`config.mk`:
```
export PLATFORM = sky130hd
export DESIGN_NAME = bcd_decoder
export DESIGN_NICKNAME = d
export VERILOG_FILES = /design/src/core/bcd_pkg.sv /design/src/core/bcd_dec_if.sv /design/src/core/bcd_field_split.sv /design/src/core/bcd_alu.sv /design/src/core/bcd_decoder.sv
export VERILOG_INCLUDE_DIRS = /design/src /design/src/core
export SDC_FILE = /design/constraint.sdc
export NUM_CORES = 1
export LEC_CHECK = 0
export BUFFER_PORTS_ARGS = -buffer_cell sky130_fd_sc_hd__buf_2
export CAP_MARGIN = 0
export CORE_ASPECT_RATIO = 0.6
export CORE_UTILIZATION = 40
export DETAILED_ROUTE_END_ITERATION = 8
export PLACE_DENSITY = 0.66
export REMOVE_ABC_BUFFERS = 1
export SLEW_MARGIN = 0
export SYNTH_ARGS = -nofsm -noshare
export SYNTH_HDL_FRONTEND = slang
export SYNTH_SLANG_ARGS = --single-unit
```
`constraint.sdc`:
```
create_clock -name core_clk -period 7.61 [get_ports core_clk]
set_input_delay 0 -clock core_clk [delete_from_list [all_inputs] [get_ports core_clk]]
set_output_delay 0 -clock core_clk [all_outputs]
set_load 0.02 [all_outputs]
```
`src/core/bcd_defs.svh`:
```
`ifndef BCD_DEFS_SVH
`define BCD_DEFS_SVH

// ---------------------------------------------------------------------
// Instruction field positions
// ---------------------------------------------------------------------
`define BCD_OP6_HI 13
`define BCD_OP6_LO 8
`define BCD_OP4_LO 10
`define BCD_OP7_LO 7
`define BCD_DEST_BIT 7
`define BCD_FA_HI 6
`define BCD_BIX_HI 9
`define BCD_BIX_LO 7
`define BCD_LIT_HI 7
`define BCD_LPC_HI 6

// ---------------------------------------------------------------------
// Operation code prefixes
// ---------------------------------------------------------------------
`define BCD_OPC_ADDC 6'h3d
`define BCD_OPC_XOR 6'h06
`define BCD_OPC_OR 6'h04
`define BCD_OPC_DECSZ 6'h0b
`define BCD_OPC_INCSZ 6'h0f
`define BCD_OPC_XORL 6'h3a
`define BCD_OPC_SUBL 6'h3c
`define BCD_OPC_BTSC 4'h6
`define BCD_OPC_BTSS 4'h7
`define BCD_OPC_LDPCH 7'h63

// ---------------------------------------------------------------------
// Indirect access addresses and constants
// ---------------------------------------------------------------------
`define BCD_IND0_ADDR 7'h00
`define BCD_IND1_ADDR 7'h01
`define BCD_BYTE_ZERO 8'h00
`define BCD_BYTE_ONE 8'h01
`define BCD_DEST_ACC 1'h0

`endif

```
`src/core/bcd_pkg.sv`:
```
package bcd_pkg;

  typedef enum logic [3:0] {
    BCD_OP_NONE = 4'h0,
    BCD_OP_ADDC = 4'h1,
    BCD_OP_XOR = 4'h2,
    BCD_OP_OR = 4'h3,
    BCD_OP_DECSZ = 4'h4,
    BCD_OP_INCSZ = 4'h5,
    BCD_OP_BTSC = 4'h6,
    BCD_OP_BTSS = 4'h7,
    BCD_OP_XORL = 4'h8,
    BCD_OP_SUBL = 4'h9,
    BCD_OP_LDPCH = 4'ha
  } bcd_op_t;

  typedef enum logic [2:0] {
    BCD_ST_EXEC = 3'h1,
    BCD_ST_IND = 3'h2,
    BCD_ST_NOP = 3'h4
  } bcd_state_t;

endpackage

```
`src/core/bcd_dec_if.sv`:
```
`timescale 1ns/1ps
interface bcd_dec_if;
  import bcd_pkg::*;
  logic [13:0] instr;
  bcd_op_t op;
  logic dest;
  logic [6:0] faddr;
  logic [2:0] bidx;
  logic [7:0] lit;
  logic [7:0] acc;
  logic [7:0] fdat;
  logic cin;
  logic [7:0] res;
  logic c;
  logic dc;
  logic z;
  logic skip;

  modport split (input instr, output op, dest, faddr, bidx, lit);
  modport alu (input op, bidx, lit, acc, fdat, cin,
               output res, c, dc, z, skip);
  modport core (output instr, acc, fdat, cin,
                input op, dest, faddr, bidx, lit, res, c, dc, z, skip);
endinterface

```
`src/core/bcd_field_split.sv`:
```
`timescale 1ns/1ps
`include "bcd_defs.svh"
module bcd_field_split (
  // Decoder fields
  bcd_dec_if.split dif
);
  import bcd_pkg::*;

  function automatic bcd_op_t bcd_decode(input logic [13:0] w);
    logic [5:0] p6;
    logic [3:0] p4;
    logic [6:0] p7;
    p6 = w[`BCD_OP6_HI:`BCD_OP6_LO];
    p4 = w[`BCD_OP6_HI:`BCD_OP4_LO];
    p7 = w[`BCD_OP6_HI:`BCD_OP7_LO];
    if (p6 == `BCD_OPC_ADDC) return BCD_OP_ADDC;
    if (p6 == `BCD_OPC_XOR) return BCD_OP_XOR;
    if (p6 == `BCD_OPC_OR) return BCD_OP_OR;
    if (p6 == `BCD_OPC_DECSZ) return BCD_OP_DECSZ;
    if (p6 == `BCD_OPC_INCSZ) return BCD_OP_INCSZ;
    if (p4 == `BCD_OPC_BTSC) return BCD_OP_BTSC;
    if (p4 == `BCD_OPC_BTSS) return BCD_OP_BTSS;
    if (p6 == `BCD_OPC_XORL) return BCD_OP_XORL;
    if (p6 == `BCD_OPC_SUBL) return BCD_OP_SUBL;
    if (p7 == `BCD_OPC_LDPCH) return BCD_OP_LDPCH;
    return BCD_OP_NONE;
  endfunction

  // ---------------------------------------------------------------
  // Field split
  // ---------------------------------------------------------------
  assign dif.op = bcd_decode(dif.instr); // RQ1
  assign dif.dest = dif.instr[`BCD_DEST_BIT]; // RQ1
  assign dif.faddr = dif.instr[`BCD_FA_HI:0]; // RQ1
  assign dif.bidx = dif.instr[`BCD_BIX_HI:`BCD_BIX_LO]; // RQ7
  assign dif.lit = dif.instr[`BCD_LIT_HI:0]; // RQ9

endmodule // bcd_field_split

```
`src/core/bcd_alu.sv`:
```
`timescale 1ns/1ps
`include "bcd_defs.svh"
module bcd_alu (
  // Operands and results
  bcd_dec_if.alu dif
);
  import bcd_pkg::*;

  // ---------------------------------------------------------------
  // Arithmetic
  // ---------------------------------------------------------------
  wire [8:0] add_sum = {1'b0, dif.acc} + {1'b0, dif.fdat}
                       + {8'h00, dif.cin};
  wire [4:0] add_nib = {1'b0, dif.acc[3:0]} + {1'b0, dif.fdat[3:0]}
                       + {4'h0, dif.cin};
  wire [8:0] sub_sum = {1'b0, dif.lit} + {1'b0, ~dif.acc} + 9'h001;
  wire [4:0] sub_nib = {1'b0, dif.lit[3:0]} + {1'b0, ~dif.acc[3:0]}
                       + 5'h01;
  wire [7:0] dec_val = dif.fdat - `BCD_BYTE_ONE;
  wire [7:0] inc_val = dif.fdat + `BCD_BYTE_ONE;
  wire bit_val = dif.fdat[dif.bidx];

  // ---------------------------------------------------------------
  // Result select
  // ---------------------------------------------------------------
  assign dif.res =
    (dif.op == BCD_OP_ADDC) ? add_sum[7:0] : // RQ2
    (dif.op == BCD_OP_XOR) ? (dif.acc ^ dif.fdat) : // RQ3
    (dif.op == BCD_OP_OR) ? (dif.acc | dif.fdat) : // RQ4
    (dif.op == BCD_OP_DECSZ) ? dec_val : // RQ5
    (dif.op == BCD_OP_INCSZ) ? inc_val : // RQ6
    (dif.op == BCD_OP_XORL) ? (dif.lit ^ dif.acc) : // RQ9
    (dif.op == BCD_OP_SUBL) ? sub_sum[7:0] : // RQ10
    dif.fdat;
  assign dif.c = (dif.op == BCD_OP_SUBL) ? sub_sum[8] : add_sum[8];
  assign dif.dc = (dif.op == BCD_OP_SUBL) ? sub_nib[4] : add_nib[4];
  assign dif.z = (dif.res == `BCD_BYTE_ZERO); // RQ15
  assign dif.skip =
    ((dif.op == BCD_OP_DECSZ) && (dec_val == `BCD_BYTE_ZERO)) || // RQ5
    ((dif.op == BCD_OP_INCSZ) && (inc_val == `BCD_BYTE_ZERO)) || // RQ6
    ((dif.op == BCD_OP_BTSC) && !bit_val) || // RQ7
    ((dif.op == BCD_OP_BTSS) && bit_val); // RQ8

endmodule // bcd_alu

```
`src/core/bcd_decoder.sv`:
```
// Behaviour
// RQ1: A file word is a 6-bit code, a destination bit, a 7-bit address.
// RQ2: Code 11 1101 adds acc, file and carry in a cycle; updates c, dc, z.
// RQ3: Code 00 0110 XORs acc with the file in one cycle, touching only z.
// RQ4: Code 00 0100 ORs acc with the file register in one cycle.
// RQ5: Code 00 1011 decrements, skips on zero, 1 or 2 cycles, no flags.
// RQ6: Code 00 1111 increments and skips on zero, 1 or 2 cycles.
// RQ7: Code 01 10 tests the indexed bit, skips when clear, 1 or 2 cycles.
// RQ8: Code 01 11 tests the indexed bit, skips when set, no flag change.
// RQ9: Code 11 1010 XORs the literal into acc in one cycle, updating z.
// RQ10: Code 11 1100 takes acc from the literal in a cycle; c, dc, z.
// RQ11: Pattern 11 0001 1 loads 7 bits into the pc high latch, no flags.
// RQ12: A taken skip costs a second cycle that runs as a no-operation.
// RQ13: Indirect access with pointer top bit set costs one extra cycle.
// RQ14: Byte results go to acc when the destination bit is 0, else file.
// RQ15: Affected zero flag is set for a zero 8-bit result, else cleared.
`timescale 1ns/1ps
`include "bcd_defs.svh"
module bcd_decoder #(
  parameter int INSTR_W = 14,
  parameter int DATA_W = 8,
  parameter int ADDR_W = 7
) (
  // Clock and reset
  input wire logic core_clk,
  input wire logic reset_n,
  // Instruction fetch
  input wire logic instr_valid,
  input wire logic [INSTR_W-1:0] instr_word,
  output logic instr_ready,
  // Datapath operands
  input wire logic [DATA_W-1:0] acc_value,
  input wire logic [DATA_W-1:0] file_value,
  input wire logic carry_value,
  input wire logic ptr0_msb,
  input wire logic ptr1_msb,
  // Result and write strobes
  output logic [DATA_W-1:0] result,
  output logic acc_we,
  output logic file_we,
  output logic [ADDR_W-1:0] file_addr,
  // Status flags
  output logic flag_c,
  output logic flag_dc,
  output logic flag_z,
  output logic upd_c,
  output logic upd_dc,
  output logic upd_z,
  // Program counter high latch
  output logic [ADDR_W-1:0] pc_high_latch,
  output logic pc_high_latch_we,
  // Sequencing
  output logic skip_next,
  output logic nop_cycle,
  output logic illegal
);
  import bcd_pkg::*;

  bcd_dec_if dif ();

  bcd_field_split u_split (.dif(dif));

  bcd_alu u_alu (.dif(dif));

  assign dif.instr = instr_word;
  assign dif.acc = acc_value;
  assign dif.fdat = file_value;
  assign dif.cin = carry_value;

  // ---------------------------------------------------------------
  // Decode
  // ---------------------------------------------------------------
  wire accept = instr_valid && instr_ready;
  wire op_byte = (dif.op == BCD_OP_ADDC) || (dif.op == BCD_OP_XOR) ||
                 (dif.op == BCD_OP_OR) || (dif.op == BCD_OP_DECSZ) ||
                 (dif.op == BCD_OP_INCSZ);
  wire op_bit = (dif.op == BCD_OP_BTSC) || (dif.op == BCD_OP_BTSS);
  wire op_lit_acc = (dif.op == BCD_OP_XORL) || (dif.op == BCD_OP_SUBL);
  wire op_arith = (dif.op == BCD_OP_ADDC) || (dif.op == BCD_OP_SUBL);
  wire op_zero = op_arith || (dif.op == BCD_OP_XOR) ||
                 (dif.op == BCD_OP_OR) || (dif.op == BCD_OP_XORL);
  wire op_ldpch = (dif.op == BCD_OP_LDPCH);
  wire ind_hit =
    (op_byte || op_bit) &&
    (((dif.faddr == `BCD_IND0_ADDR) && ptr0_msb) ||
     ((dif.faddr == `BCD_IND1_ADDR) && ptr1_msb)); // RQ13
  wire to_acc = op_lit_acc ||
                (op_byte && (dif.dest == `BCD_DEST_ACC)); // RQ14
  wire to_file = op_byte && (dif.dest != `BCD_DEST_ACC); // RQ14

  // ---------------------------------------------------------------
  // Sequencer
  // ---------------------------------------------------------------
  bcd_state_t state_q;
  bcd_state_t state_d;
  logic skip_pend_q;
  logic skip_pend_d;

  always_comb begin
    state_d = state_q;
    skip_pend_d = skip_pend_q;
    case (state_q)
      BCD_ST_EXEC: begin
        if (accept) begin
          skip_pend_d = dif.skip;
          if (ind_hit) begin
            state_d = BCD_ST_IND; // RQ13
          end else if (dif.skip) begin
            state_d = BCD_ST_NOP; // RQ12
          end
        end
      end
      BCD_ST_IND: begin
        state_d = skip_pend_q ? BCD_ST_NOP : BCD_ST_EXEC; // RQ12
      end
      BCD_ST_NOP: begin
        state_d = BCD_ST_EXEC;
        skip_pend_d = 1'b0;
      end
      default: begin
        state_d = BCD_ST_EXEC;
        skip_pend_d = 1'b0;
      end
    endcase
  end

  always_ff @(posedge core_clk) begin
    if (!reset_n) begin
      state_q <= BCD_ST_EXEC;
      skip_pend_q <= 1'b0;
    end else begin
      state_q <= state_d;
      skip_pend_q <= skip_pend_d;
    end
  end

  logic ready_q;
  logic nop_q;
  always_ff @(posedge core_clk) begin
    if (!reset_n) begin
      ready_q <= 1'b1;
      nop_q <= 1'b0;
    end else begin
      ready_q <= (state_d == BCD_ST_EXEC);
      nop_q <= (state_q != BCD_ST_EXEC); // RQ12
    end
  end

  // ---------------------------------------------------------------
  // Execute strobes
  // ---------------------------------------------------------------
  logic [DATA_W-1:0] res_q;
  logic acc_we_q;
  logic file_we_q;
  logic [ADDR_W-1:0] faddr_q;
  logic c_q;
  logic dc_q;
  logic z_q;
  logic upd_c_q;
  logic upd_dc_q;
  logic upd_z_q;
  logic skip_q;
  logic ill_q;

  always_ff @(posedge core_clk) begin
    if (!reset_n) begin
      res_q <= `BCD_BYTE_ZERO;
      faddr_q <= `BCD_IND0_ADDR;
      c_q <= 1'b0;
      dc_q <= 1'b0;
      z_q <= 1'b0;
    end else if (accept) begin
      res_q <= dif.res;
      faddr_q <= dif.faddr; // RQ1
      c_q <= dif.c; // RQ2
      dc_q <= dif.dc; // RQ10
      z_q <= dif.z; // RQ15
    end
  end

  always_ff @(posedge core_clk) begin
    if (!reset_n) begin
      acc_we_q <= 1'b0;
      file_we_q <= 1'b0;
      upd_c_q <= 1'b0;
      upd_dc_q <= 1'b0;
      upd_z_q <= 1'b0;
      skip_q <= 1'b0;
      ill_q <= 1'b0;
    end else begin
      acc_we_q <= accept && to_acc; // RQ14
      file_we_q <= accept && to_file; // RQ14
      upd_c_q <= accept && op_arith; // RQ2
      upd_dc_q <= accept && op_arith; // RQ10
      upd_z_q <= accept && op_zero; // RQ3
      skip_q <= accept && dif.skip; // RQ5
      ill_q <= accept && (dif.op == BCD_OP_NONE);
    end
  end

  logic [ADDR_W-1:0] pch_q;
  logic pch_we_q;
  always_ff @(posedge core_clk) begin
    if (!reset_n) begin
      pch_q <= `BCD_IND0_ADDR;
      pch_we_q <= 1'b0;
    end else begin
      pch_we_q <= accept && op_ldpch; // RQ11
      if (accept && op_ldpch) begin
        pch_q <= dif.lit[`BCD_LPC_HI:0]; // RQ11
      end
    end
  end

  assign instr_ready = ready_q;
  assign nop_cycle = nop_q;
  assign result = res_q;
  assign acc_we = acc_we_q;
  assign file_we = file_we_q;
  assign file_addr = faddr_q;
  assign flag_c = c_q;
  assign flag_dc = dc_q;
  assign flag_z = z_q;
  assign upd_c = upd_c_q;
  assign upd_dc = upd_dc_q;
  assign upd_z = upd_z_q;
  assign pc_high_latch = pch_q;
  assign pc_high_latch_we = pch_we_q;
  assign skip_next = skip_q;
  assign illegal = ill_q;

  wire [5:0] p6 = instr_word[`BCD_OP6_HI:`BCD_OP6_LO];
  wire [3:0] p4 = instr_word[`BCD_OP6_HI:`BCD_OP4_LO];
endmodule // bcd_decoder

```
# Yosys cells after proc, flatten, opt, wreduce, memory -nomap -nowiden
# Cells that the tools add are included.
# totals
out_inout_bits	35
wordCells	203
input_bits	36
register_bits	38
# classes
magnitude_cmp	1
n_eq_ne	26
bitwise_logic	7
muxes	102
reduce_logical	40
addsub	10
# ops
operator	count
$mux 4	29
$mux 1	59
$mux 8	7
$eq 4x3->1 const B	6
$logic_not 8->1	3
$add 8x8->9	2
$eq 6x6->1 const B	3
$logic_and 1x1->1	17
$logic_or 1x1->1	16
$xor 8x8->8	2
$eq 4x4->1 const B	3
$eq 6x3->1 const B	2
$eq 6x4->1 const B	2
$mux 3	4
$add 4x4->5	2
$add 9x1->9	1
$add 9x1->9 const B	1
$add 8x1->8 const B	1
$eq 4x2->1 const B	2
$not 8->8	1
$or 8x8->8	1
$sub 8x1->8 const B	1
$eq 7x1->1 const B	1
$eq 7x7->1 const B	1
17 further kinds	19

# Depth between registers and ports, before layout
# logic_depth
depth_word	68
ltp_mapped	12
ltp_nobuf	12

# By module
# From an unflattened synthesis, not the netlist that was laid out.
# hier_totals
hier_cells	488
area_unflattened_um2	3662.3
# modules_own_cells
module	cells_per_inst	area_per_inst_um2	n_inst	seq_area_each_um2
bcd_alu	295	1986.9	1	0.0
bcd_decoder	160	1430.1	1	760.7
bcd_field_split	33	245.2	1	0.0

# Worst setup path before layout
# Ideal clock, no wire load.
# synth_timing
path_type	in2reg
startpoint	in file_value[0]
endpoint	reg z_q, in the netlist flag_z
t_arrival_ns	2.321
t_required_ns	7.495
path_buffers	1
slack_ns	5.174
setup_time_ns	0.115
path_stages	12
path_cell_list	clkbuf_1 -> inv_1 -> fa_1 -> fa_1 -> nor2b_1 -> o21ai_0 -> a21oi_1 -> or3_1 -> a21oi_1 -> a2111oi_4 -> nor2_1 -> a31o_1
# synth_between
elab_chain_len	8
word_cells_on_any_way	14
classes_between	add/sub: 4; mux: 7; bitwise: 2; reduce/logical: 1
# synth_lines
item	line	source
from (decl)	bcd_decoder.sv:33	input wire logic [DATA_W-1:0] file_value,
parallel branches: the longest is 6 deep, another holds $add 8x8->9	--	
$mux 8 *	bcd_alu.sv:27	(dif.op == BCD_OP_ADDC) ? add_sum[7:0] :
$logic_not 8->1 (no source line) *	--	
to (signal assigned)	bcd_decoder.sv:177	z_q <= dif.z;
to (decl)	bcd_decoder.sv:158	logic z_q;
# Mark *: on every way between the ends.
# A chain may end at the register's enable or synchronous reset.

# Final worst setup path
# Same ends and word-level chain as after synthesis.

==> results.md <==
- The run finished with clean final reports.
- The max capacitance violation total is 0.
- For this run, the number of Yosys warnings is 0.
- Global routing consumed, over all layers together, 23.85% of the routing resources.
- Data on the critical path arrives at its endpoint at 2.55 ns.
- The cell type contributing the most total cell area after synthesis is dfxtp_1.
- For the pin with the worst max-slew slack, the measured transition is 0.8489 ns.
- Yosys attributes the largest share of cell area to dfxtp_1 22%, ha_1 9.6%, nand2_1 6.5%.
- The number of antenna-violating nets in the routed design is 0.
- Hold is met by 0.004259 ns.
- For this configuration, the core starts out at a cell density of 41.41%.
- The most common cell in the synthesized netlist is nand2_1.
- On the critical path, the stage with the largest delay is an instance of fa_1.
- The number of buffers created by CTS is 5.
- The hold path startpoint is instr_word[2].
- In the global route stage, met1 resource usage came out at 35.58%.
- The leakage power is 0.001750 uW.
- After detailed routing, the average wire length per cell comes to 17.50 um.
- Using the TritonRoute via totals, the vias-per-cell ratio works out to 5.764.
- The clock passes through at most 2 buffers.
- The top-area cell type share of the netlist area is 21.55%.
- The number of buffers inserted by hold repair at cts is 0.
- STA puts the critical path data required time at 7.78 ns.
- After clock tree synthesis, the repair step resized 0 gates.
- Dividing the synthesized area by the synthesized cell count gives 7.775 um^2.
- The global-route wire length before repair is 16.67 mm.
- By startpoint and endpoint, the worst setup path is classified as input pin to flop.
- The H-tree was split into 2 levels.
- In this run the worst hold path is classified as input pin to flop.
- The worst-path maximum fanout is 12.
- The ratio of final minimum period to clock period is 31.30%.
- The top flip-flop cell by instance count after synthesis is dfxtp_1.
- Summing all flip-flop and latch instances after layout gives 760.7 um^2.
- The clock edge transition at the registers on the reported setup and hold paths is 0.06 ns.
- The instance count along the most critical hold path is 3.
- The synthesized design contains 0 enable-type register cells.
- The total wirelength of the detailed-routed design is 10.75 mm.
- The number of rows in the core area is 26.
- Traced cell by cell, the critical path runs through buf_2, inv_1, fa_1, fa_1, nor2b_1, o21ai_0, a21oi_1, or3_1, a21oi_1, a2111oi_4, nor2_1, a31o_1.
- OpenSTA, run right after detailed placement, puts the worst setup slack at 4.972 ns.
- Summed over all failing endpoints, the final setup total negative slack is 0 ns.
- Across the VDD grid, the largest voltage drop is 0.08422 mV.
- The async set-reset flop share out of synthesis is 0%.
- The routed layout has 3,539 vias.
- In this run the tightest slew margin relative to its limit is 42.94%.
- The power per cell area is 140.9 nW/um^2.
- Setup violations remaining at the end of the flow were counted as 0.
- The worst setup path is captured at a flop.
- The die outline height is 74.77 um.
- The final layout contains 568 nets.
- The share of synthesized area occupied by flip-flops and latches is 21.55%.
- For hold timing, the worst endpoint is file_addr[2].
- The reg-to-reg critical path startpoint is instr_ready.
- The cell area after synthesis is 3530 um^2.
- After layout, the worst setup slack is 5.228 ns.
- The final worst clock skew is 0.003559 ns.
- The delay of the slowest cell on the worst path is 0.43 ns.
- The number of setup buffers added after CTS is 0.
- Pin placement for this block handled 71 I/O pins.
- The critical path contains buffers and inverters numbering 2 combined.
- The worst setup path is launched from an input pin.
- The depth of the most critical reg-to-reg path is 5.
- The total core area is 8523 um^2.
- The via count of the first global-routing pass is 3,162.
- The initial antenna violation count is 0.
- Setup repair after global routing left no endpoint under its margin.
- The global routing stage identified its most utilized layer as met1.
- Counting I/O delays and the setup requirement, the final critical path takes 2.382 ns.
- The TritonCTS clock tree is yes.
- Detailed placement ended at an HPWL of 8.511 mm.
- The total clock sinks is 38.
- By count the netlist is led by 61 x nand2_1, 38 x dfxtp_1, 27 x ha_1.
- The fmax is 419.9 MHz.
- After global routing the overflow that remains totals 0.
- After filler insertion, the fill cell instance count of the layout stands at 852.
- Cells with a size suffix above 1 make up 20.72% of the layout.
- The signed area change from the synthesized netlist to the final layout is 13.61%.
- After layout, the design draws a total of 565.1 uW.
- The detailed-router iteration count before antenna repair is 5.
- In the routed design, unresolved DRC markers number 0.
- The worst register-to-register path ends at flag_z.
- The cell chosen for the clock root is clkbuf_16.
- The area of the die is 9216 um^2.
- The end-of-flow core utilization is 47.05%.
- The source-to-sink clock delay at the later pin of the worst-skew pair is 0.28 ns.
- Setup slack on the worst reg-to-reg path comes out at 5.40 ns.
- The synthesized instance count is 454.
- In this run the number of cells on the critical path is 12.
- The number of antenna diodes in the final layout is 0.
- For met2 alone, demand over resource in global routing was 34.57%.
- For met3 alone, demand over resource in global routing was 5.758%.
- The kind of cell adding the most delay to the critical path is compound AO/OA/AOI/OAI gates.
- The port buffer count is 70.
- The horizontal die dimension is 123.3 um.
- Synthesis inferred 38 register bits.
- The post-synthesis cell type count is 77.
- The pin count of the biggest net entering global routing is 31.
- The final count of pins violating max slew is 0.
- The count of final hold-check violations is 0.
- The multi-input gate area in the final layout is 2534 um^2.
- The first routing iteration left 351 violations.
- Routability-driven placement finished with a final weighted congestion of 1.023.
-- layout by cell type, fill, tap and decap left out, drive strengths merged, types with 17 or more instances in the layout --
cell,Yosys,layout
nand3,17,17
nand2,62,62
dfxtp,38,38
o21ai,23,23
a21oi,27,27
ha,27,27
inv,24,24
nor2,23,23
buf,14,70
-- sequential cells by signal (all words and copies together), names as in the netlist --
register          flops
skip_pend_q           1
result                8
file_addr             7
illegal               1
pc_high_latch         7
flag_dc               1
skip_next             1
acc_we                1
flag_z                1
pc_high_latch_we      1
file_we               1
upd_z                 1
state_q               3
instr_ready           1
upd_dc                1
flag_c                1
nop_cycle             1
-- cells by family after synthesis --
kind of cell	after synthesis	share of synthesized area (%)
compound gates	120	24.14
flops	38	21.55
simple gates	188	29.00
xor+xnor	13	3.226
mux	12	4.147
fa+ha+maj	30	11.27
buf+inv	53	6.664
-- worst max-delay path by stage --
stage | from | slack, ns | endpoint
floorplan | acc_value[0] | 5.46 | flag_z
global placement | file_value[0] | 5.07 | flag_z
detailed placement | file_value[0] | 4.97 | flag_z
CTS | file_value[0] | 5.26 | flag_z
global route | file_value[0] | 5.10 | flag_z
finish | file_value[0] | 5.23 | flag_z
-- metrics by stage --
stage	instances	area [um^2]
2_1_floorplan	425	3385
3_3_place_gp	607	3875
3_5_place_dp	607	3875
4_1_cts	614	4010
5_1_grt	614	4010
6_report	614	4010
-- power breakdown --
| group | total (uW) | internal, uW | switching [uW] |
|---|---|---|---|
| logic | 162 | 60.8 | 102 |
| registers | 210 | 206 | 3.40 |
| clock network | 193 | 118 | 74.8 |
-- final cells by class --
class | count | area share (%)
well taps | 112 | 3.495
multi-input cells | 363 | 63.18
clock buffers | 5 | 3.120
inverters | 24 | 2.246
flip-flops and latches | 38 | 18.97
repair buffers | 70 | 8.736
clock inverters | 2 | 0.2496
-- layer usage --
metal  wire, um  up-vias
met3        955        8
met2       4355      144
met1       5354     1656
met4         82        0
li1           -     1731
met5          0        -
-- worst reg2reg max path: stages (launching register included) --
cell and delay [ns]:
dfxtp_1 0.34, and2_1 0.64, nand2_1 0.41, nor4_1 0.41, and4b_1 0.24, a31o_1 0.13
(Power assumes the default switching activity.)
